File: src/gpc_pkg.sv
package gpc_pkg;

	// ----------------------------------------------------------------
	// pin counts and qualifier shape
	// ----------------------------------------------------------------
	localparam int NUM_PINS      = 24;
	localparam int LOW_PINS      = 16;
	localparam int HIGH_PINS     = 8;
	localparam int GROUP_SIZE    = 8;
	localparam int NUM_GROUPS    = 3;
	localparam int SYNC_STAGES   = 2;
	localparam int SAMPLES_SHORT = 3;
	localparam int SAMPLES_LONG  = 6;
	localparam int PERIOD_W      = 8;

	// ----------------------------------------------------------------
	// register byte offsets
	// ----------------------------------------------------------------
	localparam logic [7:0] OFS_MUX_LOW  = 8'h00;
	localparam logic [7:0] OFS_MUX_HIGH = 8'h04;
	localparam logic [7:0] OFS_QSEL_LOW = 8'h08;
	localparam logic [7:0] OFS_QSEL_HI  = 8'h0C;
	localparam logic [7:0] OFS_CTRL     = 8'h10;
	localparam logic [7:0] OFS_DOUT     = 8'h14;
	localparam logic [7:0] OFS_DIR      = 8'h18;
	localparam logic [7:0] OFS_PIN_IN   = 8'h1C;

	// ----------------------------------------------------------------
	// reset values
	// ----------------------------------------------------------------
	localparam logic [31:0] RST_MUX_LOW  = 32'h0000_0000;
	localparam logic [15:0] RST_MUX_HIGH = 16'h0000;
	localparam logic [31:0] RST_QSEL_LOW = 32'h0000_0000;
	localparam logic [15:0] RST_QSEL_HI  = 16'h0000;
	localparam logic [23:0] RST_CTRL     = 24'h00_0000;
	localparam logic [23:0] RST_DOUT     = 24'h00_0000;
	localparam logic [23:0] RST_DIR      = 24'h00_0000;

	typedef enum logic [1:0] {
		QUAL_SYNC,
		QUAL_WIN3,
		QUAL_WIN6,
		QUAL_ASYNC
	} gpc_qual_t;

	typedef struct packed {
		logic [31:0] muxLow;
		logic [15:0] muxHigh;
		logic [31:0] qselLow;
		logic [15:0] qselHigh;
		logic [23:0] ctrl;
		logic [23:0] dout;
		logic [23:0] dir;
	} gpc_regs_t;

	typedef struct packed {
		logic       valid;
		logic       write;
		logic [7:0] ofs;
	} gpc_aphase_t;

	// two-bit field of pin idx within a select register
	function automatic logic [1:0] sel2(input logic [31:0] value, input int idx);
		sel2 = value[2*idx +: 2];
	endfunction

endpackage

File: src/gpc_sample_timer.sv
`timescale 1ns/1ps
`default_nettype none

module gpc_sample_timer (
	input  wire logic                           clk_sys,
	input  wire logic                           sys_rst,
	input  wire logic [gpc_pkg::PERIOD_W-1:0]   period,
	output logic                                tick
);

	logic [gpc_pkg::PERIOD_W:0] cnt_q;
	logic [gpc_pkg::PERIOD_W:0] cnt_d;

	// ----------------------------------------------------------------
	// sample spacing: 2*period clocks, period 0 samples every clock
	// ----------------------------------------------------------------
	always_comb begin
		tick  = (cnt_q == '0);
		cnt_d = cnt_q - 1'b1;
		if (tick) begin
			cnt_d = (period == '0) ? '0 : {period, 1'b0} - 1'b1;
		end
	end

	always_ff @(posedge clk_sys) begin
		if (sys_rst) begin
			cnt_q <= '0;
		end else begin
			cnt_q <= cnt_d;
		end
	end
endmodule // gpc_sample_timer

`default_nettype wire

File: src/gpc_input_qual.sv
`timescale 1ns/1ps
`default_nettype none

module gpc_input_qual (
	input  wire logic              clk_sys,
	input  wire logic              sys_rst,
	input  wire logic              pinRaw,
	input  wire gpc_pkg::gpc_qual_t mode,
	input  wire logic              tick,
	output logic                   qualOut
);

	logic                               sync1_q;
	logic                               sync2_q;
	logic [gpc_pkg::SAMPLES_LONG-1:0]   hist_q;
	logic [gpc_pkg::SAMPLES_LONG-1:0]   hist_d;
	logic                               qual_q;
	logic                               qual_d;
	logic                               same3;
	logic                               same6;
	logic                               isWindow;

	// ----------------------------------------------------------------
	// sampling window
	// ----------------------------------------------------------------
	always_comb begin
		same3 = (&hist_q[gpc_pkg::SAMPLES_SHORT-1:0]) | ~(|hist_q[gpc_pkg::SAMPLES_SHORT-1:0]);
		same6 = (&hist_q) | ~(|hist_q);
		isWindow = (mode == gpc_pkg::QUAL_WIN3) || (mode == gpc_pkg::QUAL_WIN6);
		hist_d = tick ? {hist_q[gpc_pkg::SAMPLES_LONG-2:0], sync2_q} : hist_q;
		qual_d = sync2_q;
		if (isWindow) begin
			qual_d = qual_q;
			if ((mode == gpc_pkg::QUAL_WIN3) ? same3 : same6) begin
				qual_d = hist_q[0];
			end
		end
		case (mode)
			gpc_pkg::QUAL_SYNC:  qualOut = sync2_q;
			gpc_pkg::QUAL_ASYNC: qualOut = pinRaw;
			default:             qualOut = qual_q;
		endcase
	end

	always_ff @(posedge clk_sys) begin
		if (sys_rst) begin
			sync1_q <= 1'b0;
			sync2_q <= 1'b0;
			hist_q  <= '0;
			qual_q  <= 1'b0;
		end else begin
			sync1_q <= pinRaw;
			sync2_q <= sync1_q;
			hist_q  <= hist_d;
			qual_q  <= qual_d;
		end
	end
endmodule // gpc_input_qual

`default_nettype wire

File: src/gpc_port_top.sv
`timescale 1ns/1ps
`default_nettype none

module gpc_port_top #(
	parameter logic [15:0] DATA_IDLE_LEVEL = 16'h0000
) (
	input  wire logic        clk_sys,
	input  wire logic        sys_rst,
	input  wire logic        hsel,
	input  wire logic [31:0] haddr,
	input  wire logic [1:0]  htrans,
	input  wire logic        hwrite,
	input  wire logic [2:0]  hsize,
	input  wire logic [31:0] hwdata,
	input  wire logic        hready,
	output logic             hreadyout,
	output logic [31:0]      hrdata,
	output logic             hresp,
	input  wire logic [23:0] pinIn,
	output logic [23:0]      pinOut,
	output logic [23:0]      pinOe,
	input  wire logic [15:0] extDataOut,
	input  wire logic        extDataOe,
	output logic [15:0]      extDataIn,
	input  wire logic [7:0]  extAddr
);

	gpc_pkg::gpc_regs_t   regs_q;
	gpc_pkg::gpc_regs_t   regs_d;
	gpc_pkg::gpc_aphase_t aph_q;
	gpc_pkg::gpc_aphase_t aph_d;
	logic [31:0]          hrdata_q;
	logic [31:0]          hrdata_d;
	logic [23:0]          pinOut_q;
	logic [23:0]          pinOut_d;
	logic [23:0]          pinOe_q;
	logic [23:0]          pinOe_d;
	logic [23:0]          qualIn;
	logic [23:0]          pinMuxed;
	logic [1:0]           pinQsel   [gpc_pkg::NUM_PINS];
	logic [2:0]           groupTick;

	// ----------------------------------------------------------------
	// bus slave: zero wait, always okay
	// ----------------------------------------------------------------
	assign hreadyout = 1'b1;
	assign hresp     = 1'b0;
	assign hrdata    = hrdata_q;

	function automatic logic [31:0] readReg(input gpc_pkg::gpc_regs_t r,
		input logic [7:0] ofs, input logic [23:0] pins);
		case (ofs)
			gpc_pkg::OFS_MUX_LOW:  readReg = r.muxLow;
			gpc_pkg::OFS_MUX_HIGH: readReg = {16'h0000, r.muxHigh};
			gpc_pkg::OFS_QSEL_LOW: readReg = r.qselLow;
			gpc_pkg::OFS_QSEL_HI:  readReg = {16'h0000, r.qselHigh};
			gpc_pkg::OFS_CTRL:     readReg = {8'h00, r.ctrl};
			gpc_pkg::OFS_DOUT:     readReg = {8'h00, r.dout};
			gpc_pkg::OFS_DIR:      readReg = {8'h00, r.dir};
			gpc_pkg::OFS_PIN_IN:   readReg = {8'h00, pins};
			default:               readReg = 32'h0000_0000;
		endcase
	endfunction

	always_comb begin
		aph_d.valid = hsel && hready && htrans[1];
		aph_d.write = hwrite;
		aph_d.ofs   = haddr[7:0];
		regs_d      = regs_q;
		if (aph_q.valid && aph_q.write) begin
			case (aph_q.ofs)
				gpc_pkg::OFS_MUX_LOW:  regs_d.muxLow   = hwdata;
				gpc_pkg::OFS_MUX_HIGH: regs_d.muxHigh  = hwdata[15:0];
				gpc_pkg::OFS_QSEL_LOW: regs_d.qselLow  = hwdata;
				gpc_pkg::OFS_QSEL_HI:  regs_d.qselHigh = hwdata[15:0];
				gpc_pkg::OFS_CTRL:     regs_d.ctrl     = hwdata[23:0];
				gpc_pkg::OFS_DOUT:     regs_d.dout     = hwdata[23:0];
				gpc_pkg::OFS_DIR:      regs_d.dir      = hwdata[23:0];
				default:               regs_d          = regs_q;
			endcase
		end
		// forward the pending write so a back-to-back read sees it
		hrdata_d = hrdata_q;
		if (aph_d.valid && !aph_d.write) begin
			hrdata_d = readReg(regs_d, aph_d.ofs, qualIn);
		end
	end

	always_ff @(posedge clk_sys) begin
		if (sys_rst) begin
			regs_q.muxLow   <= gpc_pkg::RST_MUX_LOW;
			regs_q.muxHigh  <= gpc_pkg::RST_MUX_HIGH;
			regs_q.qselLow  <= gpc_pkg::RST_QSEL_LOW;
			regs_q.qselHigh <= gpc_pkg::RST_QSEL_HI;
			regs_q.ctrl     <= gpc_pkg::RST_CTRL;
			regs_q.dout     <= gpc_pkg::RST_DOUT;
			regs_q.dir      <= gpc_pkg::RST_DIR;
			aph_q           <= '0;
			hrdata_q        <= 32'h0000_0000;
		end else begin
			regs_q   <= regs_d;
			aph_q    <= aph_d;
			hrdata_q <= hrdata_d;
		end
	end

	// ----------------------------------------------------------------
	// per-group sample timers
	// ----------------------------------------------------------------
	genvar g;
	generate
		for (g = 0; g < gpc_pkg::NUM_GROUPS; g++) begin : gen_group
			gpc_sample_timer u_timer (
				.clk_sys (clk_sys),
				.sys_rst (sys_rst),
				.period  (regs_q.ctrl[g*gpc_pkg::PERIOD_W +: gpc_pkg::PERIOD_W]),
				.tick    (groupTick[g])
			);
		end
	endgenerate

	// ----------------------------------------------------------------
	// per-pin qualifiers
	// ----------------------------------------------------------------
	genvar p;
	generate
		for (p = 0; p < gpc_pkg::NUM_PINS; p++) begin : gen_pin
			if (p < gpc_pkg::LOW_PINS) begin : gen_low
				assign pinQsel[p]  = gpc_pkg::sel2(regs_q.qselLow, p);
				assign pinMuxed[p] = gpc_pkg::sel2(regs_q.muxLow, p) >= 2'b10;
			end else begin : gen_high
				assign pinQsel[p]  = gpc_pkg::sel2({16'h0000, regs_q.qselHigh},
					p - gpc_pkg::LOW_PINS);
				assign pinMuxed[p] = gpc_pkg::sel2({16'h0000, regs_q.muxHigh},
					p - gpc_pkg::LOW_PINS) >= 2'b10;
			end
			gpc_input_qual u_qual (
				.clk_sys (clk_sys),
				.sys_rst (sys_rst),
				.pinRaw  (pinIn[p]),
				.mode    (gpc_pkg::gpc_qual_t'(pinQsel[p])),
				.tick    (groupTick[p / gpc_pkg::GROUP_SIZE]),
				.qualOut (qualIn[p])
			);
		end
	endgenerate

	// ----------------------------------------------------------------
	// output mux and external data input
	// ----------------------------------------------------------------
	always_comb begin
		pinOut_d  = regs_q.dout;
		pinOe_d   = regs_q.dir;
		extDataIn = DATA_IDLE_LEVEL;
		for (int i = 0; i < gpc_pkg::LOW_PINS; i++) begin
			if (pinMuxed[i]) begin
				pinOut_d[i]       = extDataOut[15-i];
				pinOe_d[i]        = extDataOe;
				extDataIn[15-i]   = qualIn[i];
			end
		end
		for (int k = 0; k < gpc_pkg::HIGH_PINS; k++) begin
			if (pinMuxed[gpc_pkg::LOW_PINS + k]) begin
				pinOut_d[gpc_pkg::LOW_PINS + k] = extAddr[k];
				pinOe_d[gpc_pkg::LOW_PINS + k]  = 1'b1;
			end
		end
	end

	always_ff @(posedge clk_sys) begin
		if (sys_rst) begin
			pinOut_q <= 24'h00_0000;
			pinOe_q  <= 24'h00_0000;
		end else begin
			pinOut_q <= pinOut_d;
			pinOe_q  <= pinOe_d;
		end
	end

	assign pinOut = pinOut_q;
	assign pinOe  = pinOe_q;
endmodule // gpc_port_top

`default_nettype wire

File: config.mk
export PLATFORM = sky130hd
export DESIGN_NAME = gpc_port_top
export DESIGN_NICKNAME = d
export VERILOG_FILES = /design/src/gpc_pkg.sv /design/src/gpc_sample_timer.sv /design/src/gpc_input_qual.sv /design/src/gpc_port_top.sv
export SDC_FILE = /design/constraint.sdc
export NUM_CORES = 1
export LEC_CHECK = 0
export ABC_CLOCK_PERIOD_IN_PS = 4790
export BUFFER_PORTS_ARGS = -buffer_cell sky130_fd_sc_hd__buf_2
export CORE_MARGIN = 5
export CORE_UTILIZATION = 55
export CTS_CLUSTER_SIZE = 20
export DETAILED_ROUTE_END_ITERATION = 6
export PLACE_DENSITY_LB_ADDON = 0.12
export REMOVE_ABC_BUFFERS = 1
export SLEW_MARGIN = 10
export SYNTH_ARGS = -nofsm -noshare
export SYNTH_HDL_FRONTEND = slang
export SYNTH_SLANG_ARGS = --single-unit
export TNS_END_PERCENT = 1
File: constraint.sdc
create_clock -name clk_sys -period 4.79 [get_ports clk_sys]
set_input_delay 1.437 -clock clk_sys [delete_from_list [all_inputs] [get_ports clk_sys]]
set_output_delay 1.437 -clock clk_sys [all_outputs]
set_load 0.01 [all_outputs]
==> flow_summary.ini, run 1 <==
[status]
status = finished with violations
violations = DRC

[cells_and_area]
n_fill_cell = 3295
multi_input_area_um2 = 10600
syn2layout_area_growth_pct = 14.2
fin_cells = 3182
drive_above_1_share_pct = 12.1
nets = 2830
layout.area.seq_um2 = 10000

[route]
num_vias = 18175
drc_errors = 2
drt_iter0_markers = 1581
vias_per_cell = 5.71
drtAntennaViolNets = 0
wl_um = 59200
drtPass1Iterations = 7
post_drt_wl_per_cell_um = 18.6

[timing]
relSlewSlack_pct = 32.7
finClkSkew_ns = 0.0192
tightest_slew_ns = 1.01
setup_violations = 0
slew_viol_final = 0
fmax_ghz = 0.242
layout_min_cycle_time_ns = 4.13
grt_setup_unrepaired = no
period_share_pct = 86.3
tns_ns = 0
hold_viol = 0

[power]
ir_drop_v = 0.000418
power_density_nw_per_um2 = 411
p_leak_nw = 9.77

[floorplan]
pin_count = 221
initial_utilization_pct = 55.5
dieArea_um2 = 43100
core_area_um2 = 38600
die_w_um = 208
row_count = 72
die_y_um = 208

[worst_setup_path]
worst_setup_path_end_kind = primary output
critPathLaunchType = input port
cp.arrival_ns = 2.70
crit_type = input port to primary output
worstPathMaxFanout = 2
worstPathRequired_ns = 3.35

[global_routing]
grtUsageTotal_pct = 26.4
grt_pass1_vias = 17121
antenna_found_initial = 1
grt_first_pass_wirelength_um = 92800
grt_overflow = 0
grt_max_degree = 193

[cts]
clockBufferDepth = 3
clkTransAtPathRegs_ns = 0.06
cts_resized = 0
cts_setup_buffers = 0
cts_root_buf = clkbuf_16
htree_levels = 2
clock_latency_ns = 0.59
cts_tree = yes
cts_hold_buf = 0
numCtsBuffers = 51
cts_sinks = 501

[synth]
synth_xor_area_share_pct = 1.47
synth_fa_ha_area_share_pct = 4.72
synth_top_family_by_area = simple AND/OR/NAND/NOR gates
ys_ff_latch = 501
synth_common_cells = dfxtp_1 (501), nand2_1 (447), nor2_1 (276)
synth_top_area_share_pct = 46.7
synthTopCellsByArea = dfxtp_1 (47%), mux2i_1 (8.3%), nand2_1 (7.8%)
synth.largest_area_cell = dfxtp_1
avgSynthCellArea_um2 = 8.57
syn-instance-count = 2504
synth_edf_count = 0
synth_compound_area_share_pct = 15.2
ys.flop_type = dfxtp_1
seq_area_frac_synth_pct = 46.7
synthArstFlopShare_pct = 0
yosysWarnings = 0
synthSimpleGateAreaFrac_pct = 19.4
yosysUniqueCellTypes = 61
syn_area_um2 = 21500
synth_mux_area_share_pct = 8.26
synth.most_common_cell = dfxtp_1

[placed_design]
dp_hpwl_um = 40000
port_buffers = 190
gp_congestion = 0.924
placed_cells = 3091

[hold_path]
min-delay-path-class = flip-flop to flip-flop

[run]
cap_violations = 0
==> power by group <==
part / switching (mW) / internal, mW / total (mW)
registers: 0.124 / 4.31 / 4.44
clock network: 1.63 / 2.54 / 4.17
logic: 1.02 / 0.437 / 1.46
==> worst max-delay path, stage by stage <==
cell	delay [ns]
buf_2	0.10
a22oi_1	0.06
o21ai_0	0.74
and2_1	0.22
buf_2	0.13
==> layer usage <==
| layer | global-route usage, % | vias to the layer above | routed length (µm) |
|---|---|---|---|
| met4 | 8.12 | 0 | 1670 |
| met5 | 0 | - | 0 |
| met1 | 35.6 | 8600 | 25900 |
| li1 | - | 8845 | - |
| met2 | 43.9 | 621 | 27500 |
| met3 | 4.08 | 109 | 4150 |
==> worst paths after layout <==
path	end	slack [ns]	cells past startpoint	startpoint
setup reg to reg	hrdata[8]$_SDFFE_PP0P_	1.83	8	aph_q[5]$_SDFF_PP0_
hold / removal	gen_pin[6].u_qual.sync2_q$_SDFF_PP0_	0.44	1	gen_pin[6].u_qual.sync1_q$_SDFF_PP0_
setup / recovery	extDataIn[6]	0.66	5	pinIn[9]
hold reg to reg	gen_pin[6].u_qual.sync2_q$_SDFF_PP0_	0.44	1	gen_pin[6].u_qual.sync1_q$_SDFF_PP0_
==> kinds of logic (layout without fill, tap and decap cells) <==
kind of cell	Yosys count	in the layout
AO/OA/AOI/OAI	523	523
XOR/XNOR	36	36
adder cells (fa/ha/maj)	81	81
buffers and inverters	221	378
flip-flops	501	501
multiplexers	177	177
other	2	5
AND/OR/NAND/NOR	963	963
==> cells in the final DEF (no fill, tap or decap), types with 4 or more instances in the layout <==
cell type / Yosys / routed
dfxtp_1: 501 / 501
nand2_1: 447 / 447
nor2_1: 276 / 276
a21oi_1: 199 / 199
buf_2: 23 / 189
mux2i_1: 177 / 177
o21ai_0: 84 / 84
ha_1: 81 / 81
nor3_1: 74 / 74
inv_1: 65 / 65
nor2b_1: 61 / 61
a22oi_1: 54 / 54
clkbuf_16: 0 / 53
o22ai_1: 40 / 40
nand3_1: 41 / 39
buf_4: 4 / 33
a211oi_1: 29 / 29
a31oi_1: 26 / 26
xor2_1: 23 / 23
and2_1: 21 / 21
clkbuf_8: 0 / 21
o211ai_1: 19 / 19
xnor2_1: 13 / 13
a221o_1: 12 / 12
a32o_1: 11 / 11
o221ai_1: 10 / 10
nor4_1: 10 / 8
a21boi_0: 8 / 8
o31ai_1: 8 / 8
and3_1: 7 / 7
clkbuf_1: 121 / 7
nand2b_1: 4 / 4
a311oi_1: 4 / 4
bufinv_16: 0 / 4
==> sequential cells by signal, indices dropped and copies added (netlist names) <==
signal                   cells
gen_pin.u_qual.hist_q      144
regs_q                     120
pinQsel                     48
hrdata                      32
gen_group.u_timer.cnt_q     27
gen_pin.u_qual.qual_q       24
gen_pin.u_qual.sync1_q      24
gen_pin.u_qual.sync2_q      24
pinOe                       24
pinOut                      24
aph_q                       10
==> area by class of cell <==
type | count | area share, %
Antenna cell | 3 | 0.0306
Clock buffer | 81 | 6.70
Clock inverter | 7 | 0.551
Inverter | 65 | 0.996
Multi-Input combinational cell | 1782 | 43.1
Sequential cell | 501 | 40.9
Tap cell | 518 | 2.64
Timing Repair Buffer | 225 | 5.10
==> stage by stage <==
step / worst slack (ns) / cell area, µm² / utilization, % / hold WS [ns] / power [mW]
after floorplan: 0.303 / 20800 / - / 0.414 / 5.42
after global placement: 0.602 / 22700 / 58.8 / 0.417 / 5.93
after detailed placement: 0.625 / 22700 / 58.8 / 0.424 / 5.97
after CTS: 0.619 / 24500 / 63.4 / 0.439 / 10.1
after global routing: 0.663 / 24500 / 63.4 / 0.450 / 10.5
final: 0.658 / 24500 / 63.4 / 0.436 / 10.1
Power figures use the tool's default switching activity.
==> run 2, diff against run 1 <==
- CELL_PAD_IN_SITES_DETAIL_PLACEMENT: unset -> 0
- CELL_PAD_IN_SITES_GLOBAL_PLACEMENT: unset -> 1
- CORE_UTILIZATION: 55 -> 48
==> flow_summary.ini, run 2 (synthesized netlist as in run 1, its figures left out) <==
[timing]
finClkSkew_ns = 0.0209
setup_violations = 0
grt_setup_unrepaired = no
layout_min_cycle_time_ns = 4.06
fmax_ghz = 0.246
tns_ns = 0
relSlewSlack_pct = 35.4
timing.final.ws_setup_ns = 0.730
slew_viol_final = 0
tightest_slew_ns = 0.970
hold_viol = 0
period_share_pct = 84.8
fin_hold_ws_ns = 0.436

[worst_setup_path]
cp.arrival_ns = 2.62
critPathLaunchType = input port
ff2ff_path_depth = 6
crit_chain = buf_2 -> a22oi_1 -> o21ai_0 -> and2_1 -> buf_2
worstPathMaxFanout = 2
crit_type = input port to primary output
slowest_stage = o21ai_0
critPathMaxStageDelay_ns = 0.61
worst_setup_path_end_kind = primary output
timing.critical_path.mode_cell = buf_2
worstPathRequired_ns = 3.35

[cts]
clockBufferDepth = 3
clkTransAtPathRegs_ns = 0.06
cts_root_buf = clkbuf_16
cts_hold_buf = 0
numCtsBuffers = 54
cts_resized = 0
cts_tree = yes
cts_sinks = 501
htree_levels = 2
cts_setup_buffers = 0
clock_latency_ns = 0.60

[placed_design]
dp_hpwl_um = 41900
placed_area_um2 = 22800
placed_cells = 3166
port_buffers = 190
gp_congestion = 0.872
pre_cts_slack_ns = 0.709

[power]
power_switching_mw = 2.83
power_density_nw_per_um2 = 408
seqPwrFrac_pct = 44.2
combPwrFrac_pct = 14.9
clockPowerShare_pct = 40.8
p_int_mw = 7.20
finalPower_mw = 10.0
ir_drop_v = 0.000371
p_leak_nw = 9.76
swShare_pct = 28.2

[cells_and_area]
nets = 2834
mostFrequentLayoutCells = dfxtp_1 (501), nand2_1 (447), nor2_1 (276)
utilization_pct = 55.6
syn2layout_area_growth_pct = 14.5
n_fill_cell = 4091
largest_reg_flops = 144
drive_above_1_share_pct = 12.0
fin_cells = 3257
regMostFlops = gen_pin.u_qual.hist_q
fin_area_um2 = 24600
layout_commonest_cell = dfxtp_1

[route]
post_drt_wl_per_cell_um = 18.9
drc_errors = 0
drtPass1Iterations = 7
vias_per_cell = 5.53
wl_um = 61600
drtAntennaViolNets = 0
num_vias = 18015
drt_iter0_markers = 1415

[floorplan]
initial_utilization_pct = 48.5
row_count = 77
die_w_um = 221
pin_count = 221
core_area_um2 = 44200
dieArea_um2 = 49000
die_y_um = 221

[global_routing]
grt_first_pass_wirelength_um = 96000
antenna_found_initial = 2
grt_max_degree = 152
grtUsageTotal_pct = 24.1
grt_overflow = 0
grt_pass1_vias = 17026

[hold_path]
hold_depth = 1
min-delay-path-class = flip-flop to flip-flop

[status]
status = complete, no violations

[run]
cap_violations = 0
## run 2: changes by cell type in the layout (fill, tap and decap cells not counted), sizes merged
cell,previous run,this run
clkbuf,81,86
diode,3,1
buf,225,226
bufinv,4,1
## run 2: final timing paths
path,from,end,slack [ns]
min reg2reg,gen_pin[3].u_qual.sync1_q$_SDFF_PP0_,gen_pin[3].u_qual.sync2_q$_SDFF_PP0_,0.44
max reg2reg,aph_q[5]$_SDFF_PP0_,hrdata[8]$_SDFFE_PP0P_,1.73
max,pinIn[9],extDataIn[6],0.73
min,gen_pin[3].u_qual.sync1_q$_SDFF_PP0_,gen_pin[3].u_qual.sync2_q$_SDFF_PP0_,0.44
## run 2: final cells by class
cell class / count / area (µm²) / share of cell area (%)
multi-input combinational: 1782 / 10600 / 43.0
sequential: 501 / 10000 / 40.8
clock buffer: 86 / 1710 / 6.94
clock inverter: 4 / 48.8 / 0.199
tap: 592 / 741 / 3.02
timing repair buffer: 226 / 1240 / 5.06
inverter: 65 / 244 / 0.993
antenna: 1 / 2.50 / 0.0102
## run 2: per-layer routing
layer | track usage, % | part of all wire [%]
met5 | 0 | 0
met4 | 8.53 | 3.3
met3 | 3.67 | 6.4
met2 | 39.3 | 46
met1 | 32.8 | 45
## run 2: worst max-delay path: cells and delay by family
family | cells | cell delay (ns)
and+or+nand+nor | 1 | 0.26
AOI/OAI and AO/OA | 2 | 0.67
buffers and inverters | 2 | 0.25
## run 2: power by group through the flow
| stage | Sequential (mW) | Combinational (mW) | Clock (mW) |
|---|---|---|---|
| global route | 4.45 | 1.66 | 4.37 |
| floorplan | 4.49 | 0.932 | 0 |
| detailed placement | 4.52 | 1.50 | 0 |
| CTS | 4.43 | 1.51 | 4.19 |
| global placement | 4.52 | 1.47 | 0 |
| finish | 4.44 | 1.50 | 4.10 |
==> run 3, diff against run 2 <==
- ABC_CLOCK_PERIOD_IN_PS: 4790 -> 3400
- CORE_UTILIZATION: 48 -> 40
- clock period: 4.79 -> 3.4 ns (I/O delays scaled with it)
==> flow_summary.ini, run 3 (synthesized netlist as in run 1, its figures left out) <==
[worst_setup_path]
critPathMaxStageDelay_ns = 0.46
critical-path-top-delay-family = compound AO/OA/AOI/OAI gates
reg2reg_slack_ns = 0.78
slowest_stage = o21ai_0
worstPathRequired_ns = 2.38
worstPathMaxFanout = 4
cp.arrival_ns = 2.28
reg2reg_from = aph_q[5]$_SDFF_PP0_
ff2ff_path_depth = 7
r2r-end = hrdata[22]$_SDFFE_PP0P_
crit_chain = inv_1 -> ha_1 -> o21ai_0 -> and2_1 -> buf_2
worst_setup_path_end_kind = primary output
critPathLaunchType = flip-flop
cp.buffers_inverters = 2
crit_type = flip-flop to primary output

[timing]
finClkSkew_ns = 0.0215
slew_viol_final = 0
relSlewSlack_pct = 45.9
fin_hold_ws_ns = 0.432
grt_setup_unrepaired = no
layout_min_cycle_time_ns = 3.30
setup_violations = 0
fmax_ghz = 0.303
period_share_pct = 97.2
hold_viol = 0
tightest_slew_ns = 0.811
tns_ns = 0

[global_routing]
grt_overflow = 0
grtUsageMet2_pct = 34.4
met3_usage_pct = 3.76
grt_pass1_vias = 17110
grt_first_pass_wirelength_um = 100000
top_usage_layer = met2
antenna_found_initial = 2
use_met1_pct = 29.7
grt_max_degree = 117
grtUsageTotal_pct = 21.3

[cts]
cts_root_buf = clkbuf_16
cts_tree = yes
htree_levels = 2
cts_sinks = 501
clock_latency_ns = 0.61
cts_setup_buffers = 0
clockBufferDepth = 3
numCtsBuffers = 56
clkTransAtPathRegs_ns = 0.06

[cells_and_area]
nets = 2855
layout_commonest_cell = dfxtp_1
mostFrequentLayoutCells = dfxtp_1 (501), nand2_1 (447), nor2_1 (276)
regMostFlops = gen_pin.u_qual.hist_q
syn2layout_area_growth_pct = 16.9
utilization_pct = 47.4
drive_above_1_share_pct = 13.2
largest_reg_flops = 144
antenna_cells = 0

[floorplan]
pin_count = 221
die_y_um = 242
die_w_um = 242
initial_utilization_pct = 40.6
dieArea_um2 = 58400
row_count = 84
core_area_um2 = 52900

[power]
power_density_nw_per_um2 = 586
ir_drop_v = 0.000419
finalPower_mw = 14.7
p_leak_nw = 9.99

[hold_path]
hp-start = gen_pin[5].u_qual.sync1_q$_SDFF_PP0_
min_to = gen_pin[5].u_qual.sync2_q$_SDFF_PP0_
hold_depth = 1
min-delay-path-class = flip-flop to flip-flop

[status]
status = complete, no violations

[run]
cap_violations = 0

[placed_design]
port_buffers = 190
dp_hpwl_um = 44700
gp_congestion = 0.843

[route]
wl_um = 65100
drt_iter0_markers = 1371
drtAntennaViolNets = 0
drc_errors = 0
post_drt_wl_per_cell_um = 19.2
vias_per_cell = 5.31
num_vias = 17975
drtPass1Iterations = 5
-- run 3: how the worst max path moves through the flow --
| stage | startpoint | cells after the start | end | slack (ns) |
|---|---|---|---|---|
| floorplan | gen_group[0].u_timer.cnt_q[2]$_SDFF_PP0_ | 5 | gen_pin[0].u_qual.hist_q[0]$_SDFFE_PP0P_ | -1.09 |
| global placement | pinIn[9] | 5 | extDataIn[6] | 0.11 |
| detailed placement | pinIn[9] | 5 | extDataIn[6] | 0.11 |
| CTS | pinQsel[31]$_SDFF_PP0_ | 5 | extDataIn[7] | 0.03 |
| global route | pinQsel[32]$_SDFF_PP0_ | 5 | extDataIn[8] | 0.03 |
| finish | pinQsel[33]$_SDFF_PP0_ | 5 | extDataIn[8] | 0.1 |
-- run 3: stage by stage --
| step | area [µm²] | instances | setup WS [ns] |
|---|---|---|---|
| 2_1_floorplan | 20800 | 2348 | -1.09 |
| 3_3_place_gp | 23100 | 3281 | 0.107 |
| 3_5_place_dp | 23100 | 3281 | 0.111 |
| 4_1_cts | 25100 | 3383 | 0.0324 |
| 5_1_grt | 25100 | 3383 | 0.0254 |
| 6_report | 25100 | 3383 | 0.0952 |
-- run 3: cell type report --
class,instances,area (µm²)
fill,5139,27800
multi-input combinational,1782,10600
sequential,501,10000
clock buffer,78,1650
timing repair buffer,245,1460
tap,688,861
clock inverter,24,282
inverter,65,244
-- run 3: routing by layer --
metal,up-vias,wire length [µm]
li1,8889,-
met1,8539,30400
met2,450,29500
met3,97,3660
met4,0,1530
met5,-,0
-- run 3: power by group --
group / internal [mW] / switching, mW / total (mW)
clock network: 3.81 / 2.48 / 6.30
registers: 6.07 / 0.170 / 6.24
logic: 0.627 / 1.52 / 2.15
total: 10.5 / 4.17 / 14.7
-- run 3: repair_timing --
action                                 CTS  global route
resized for setup                        1             2
setup endpoints to repair                1             2
hold buffers                             0             0
endpoints found under the hold margin    0             0
-- run 3: worst reg2reg max path: stages, from the launching register on --
cell      delay (ns)
dfxtp_1         0.36
nor4b_4         0.54
and3_1          0.65
buf_4           0.31
mux2i_1         0.25
o22ai_1         0.12
nor3_1          0.21
a211oi_1        0.07
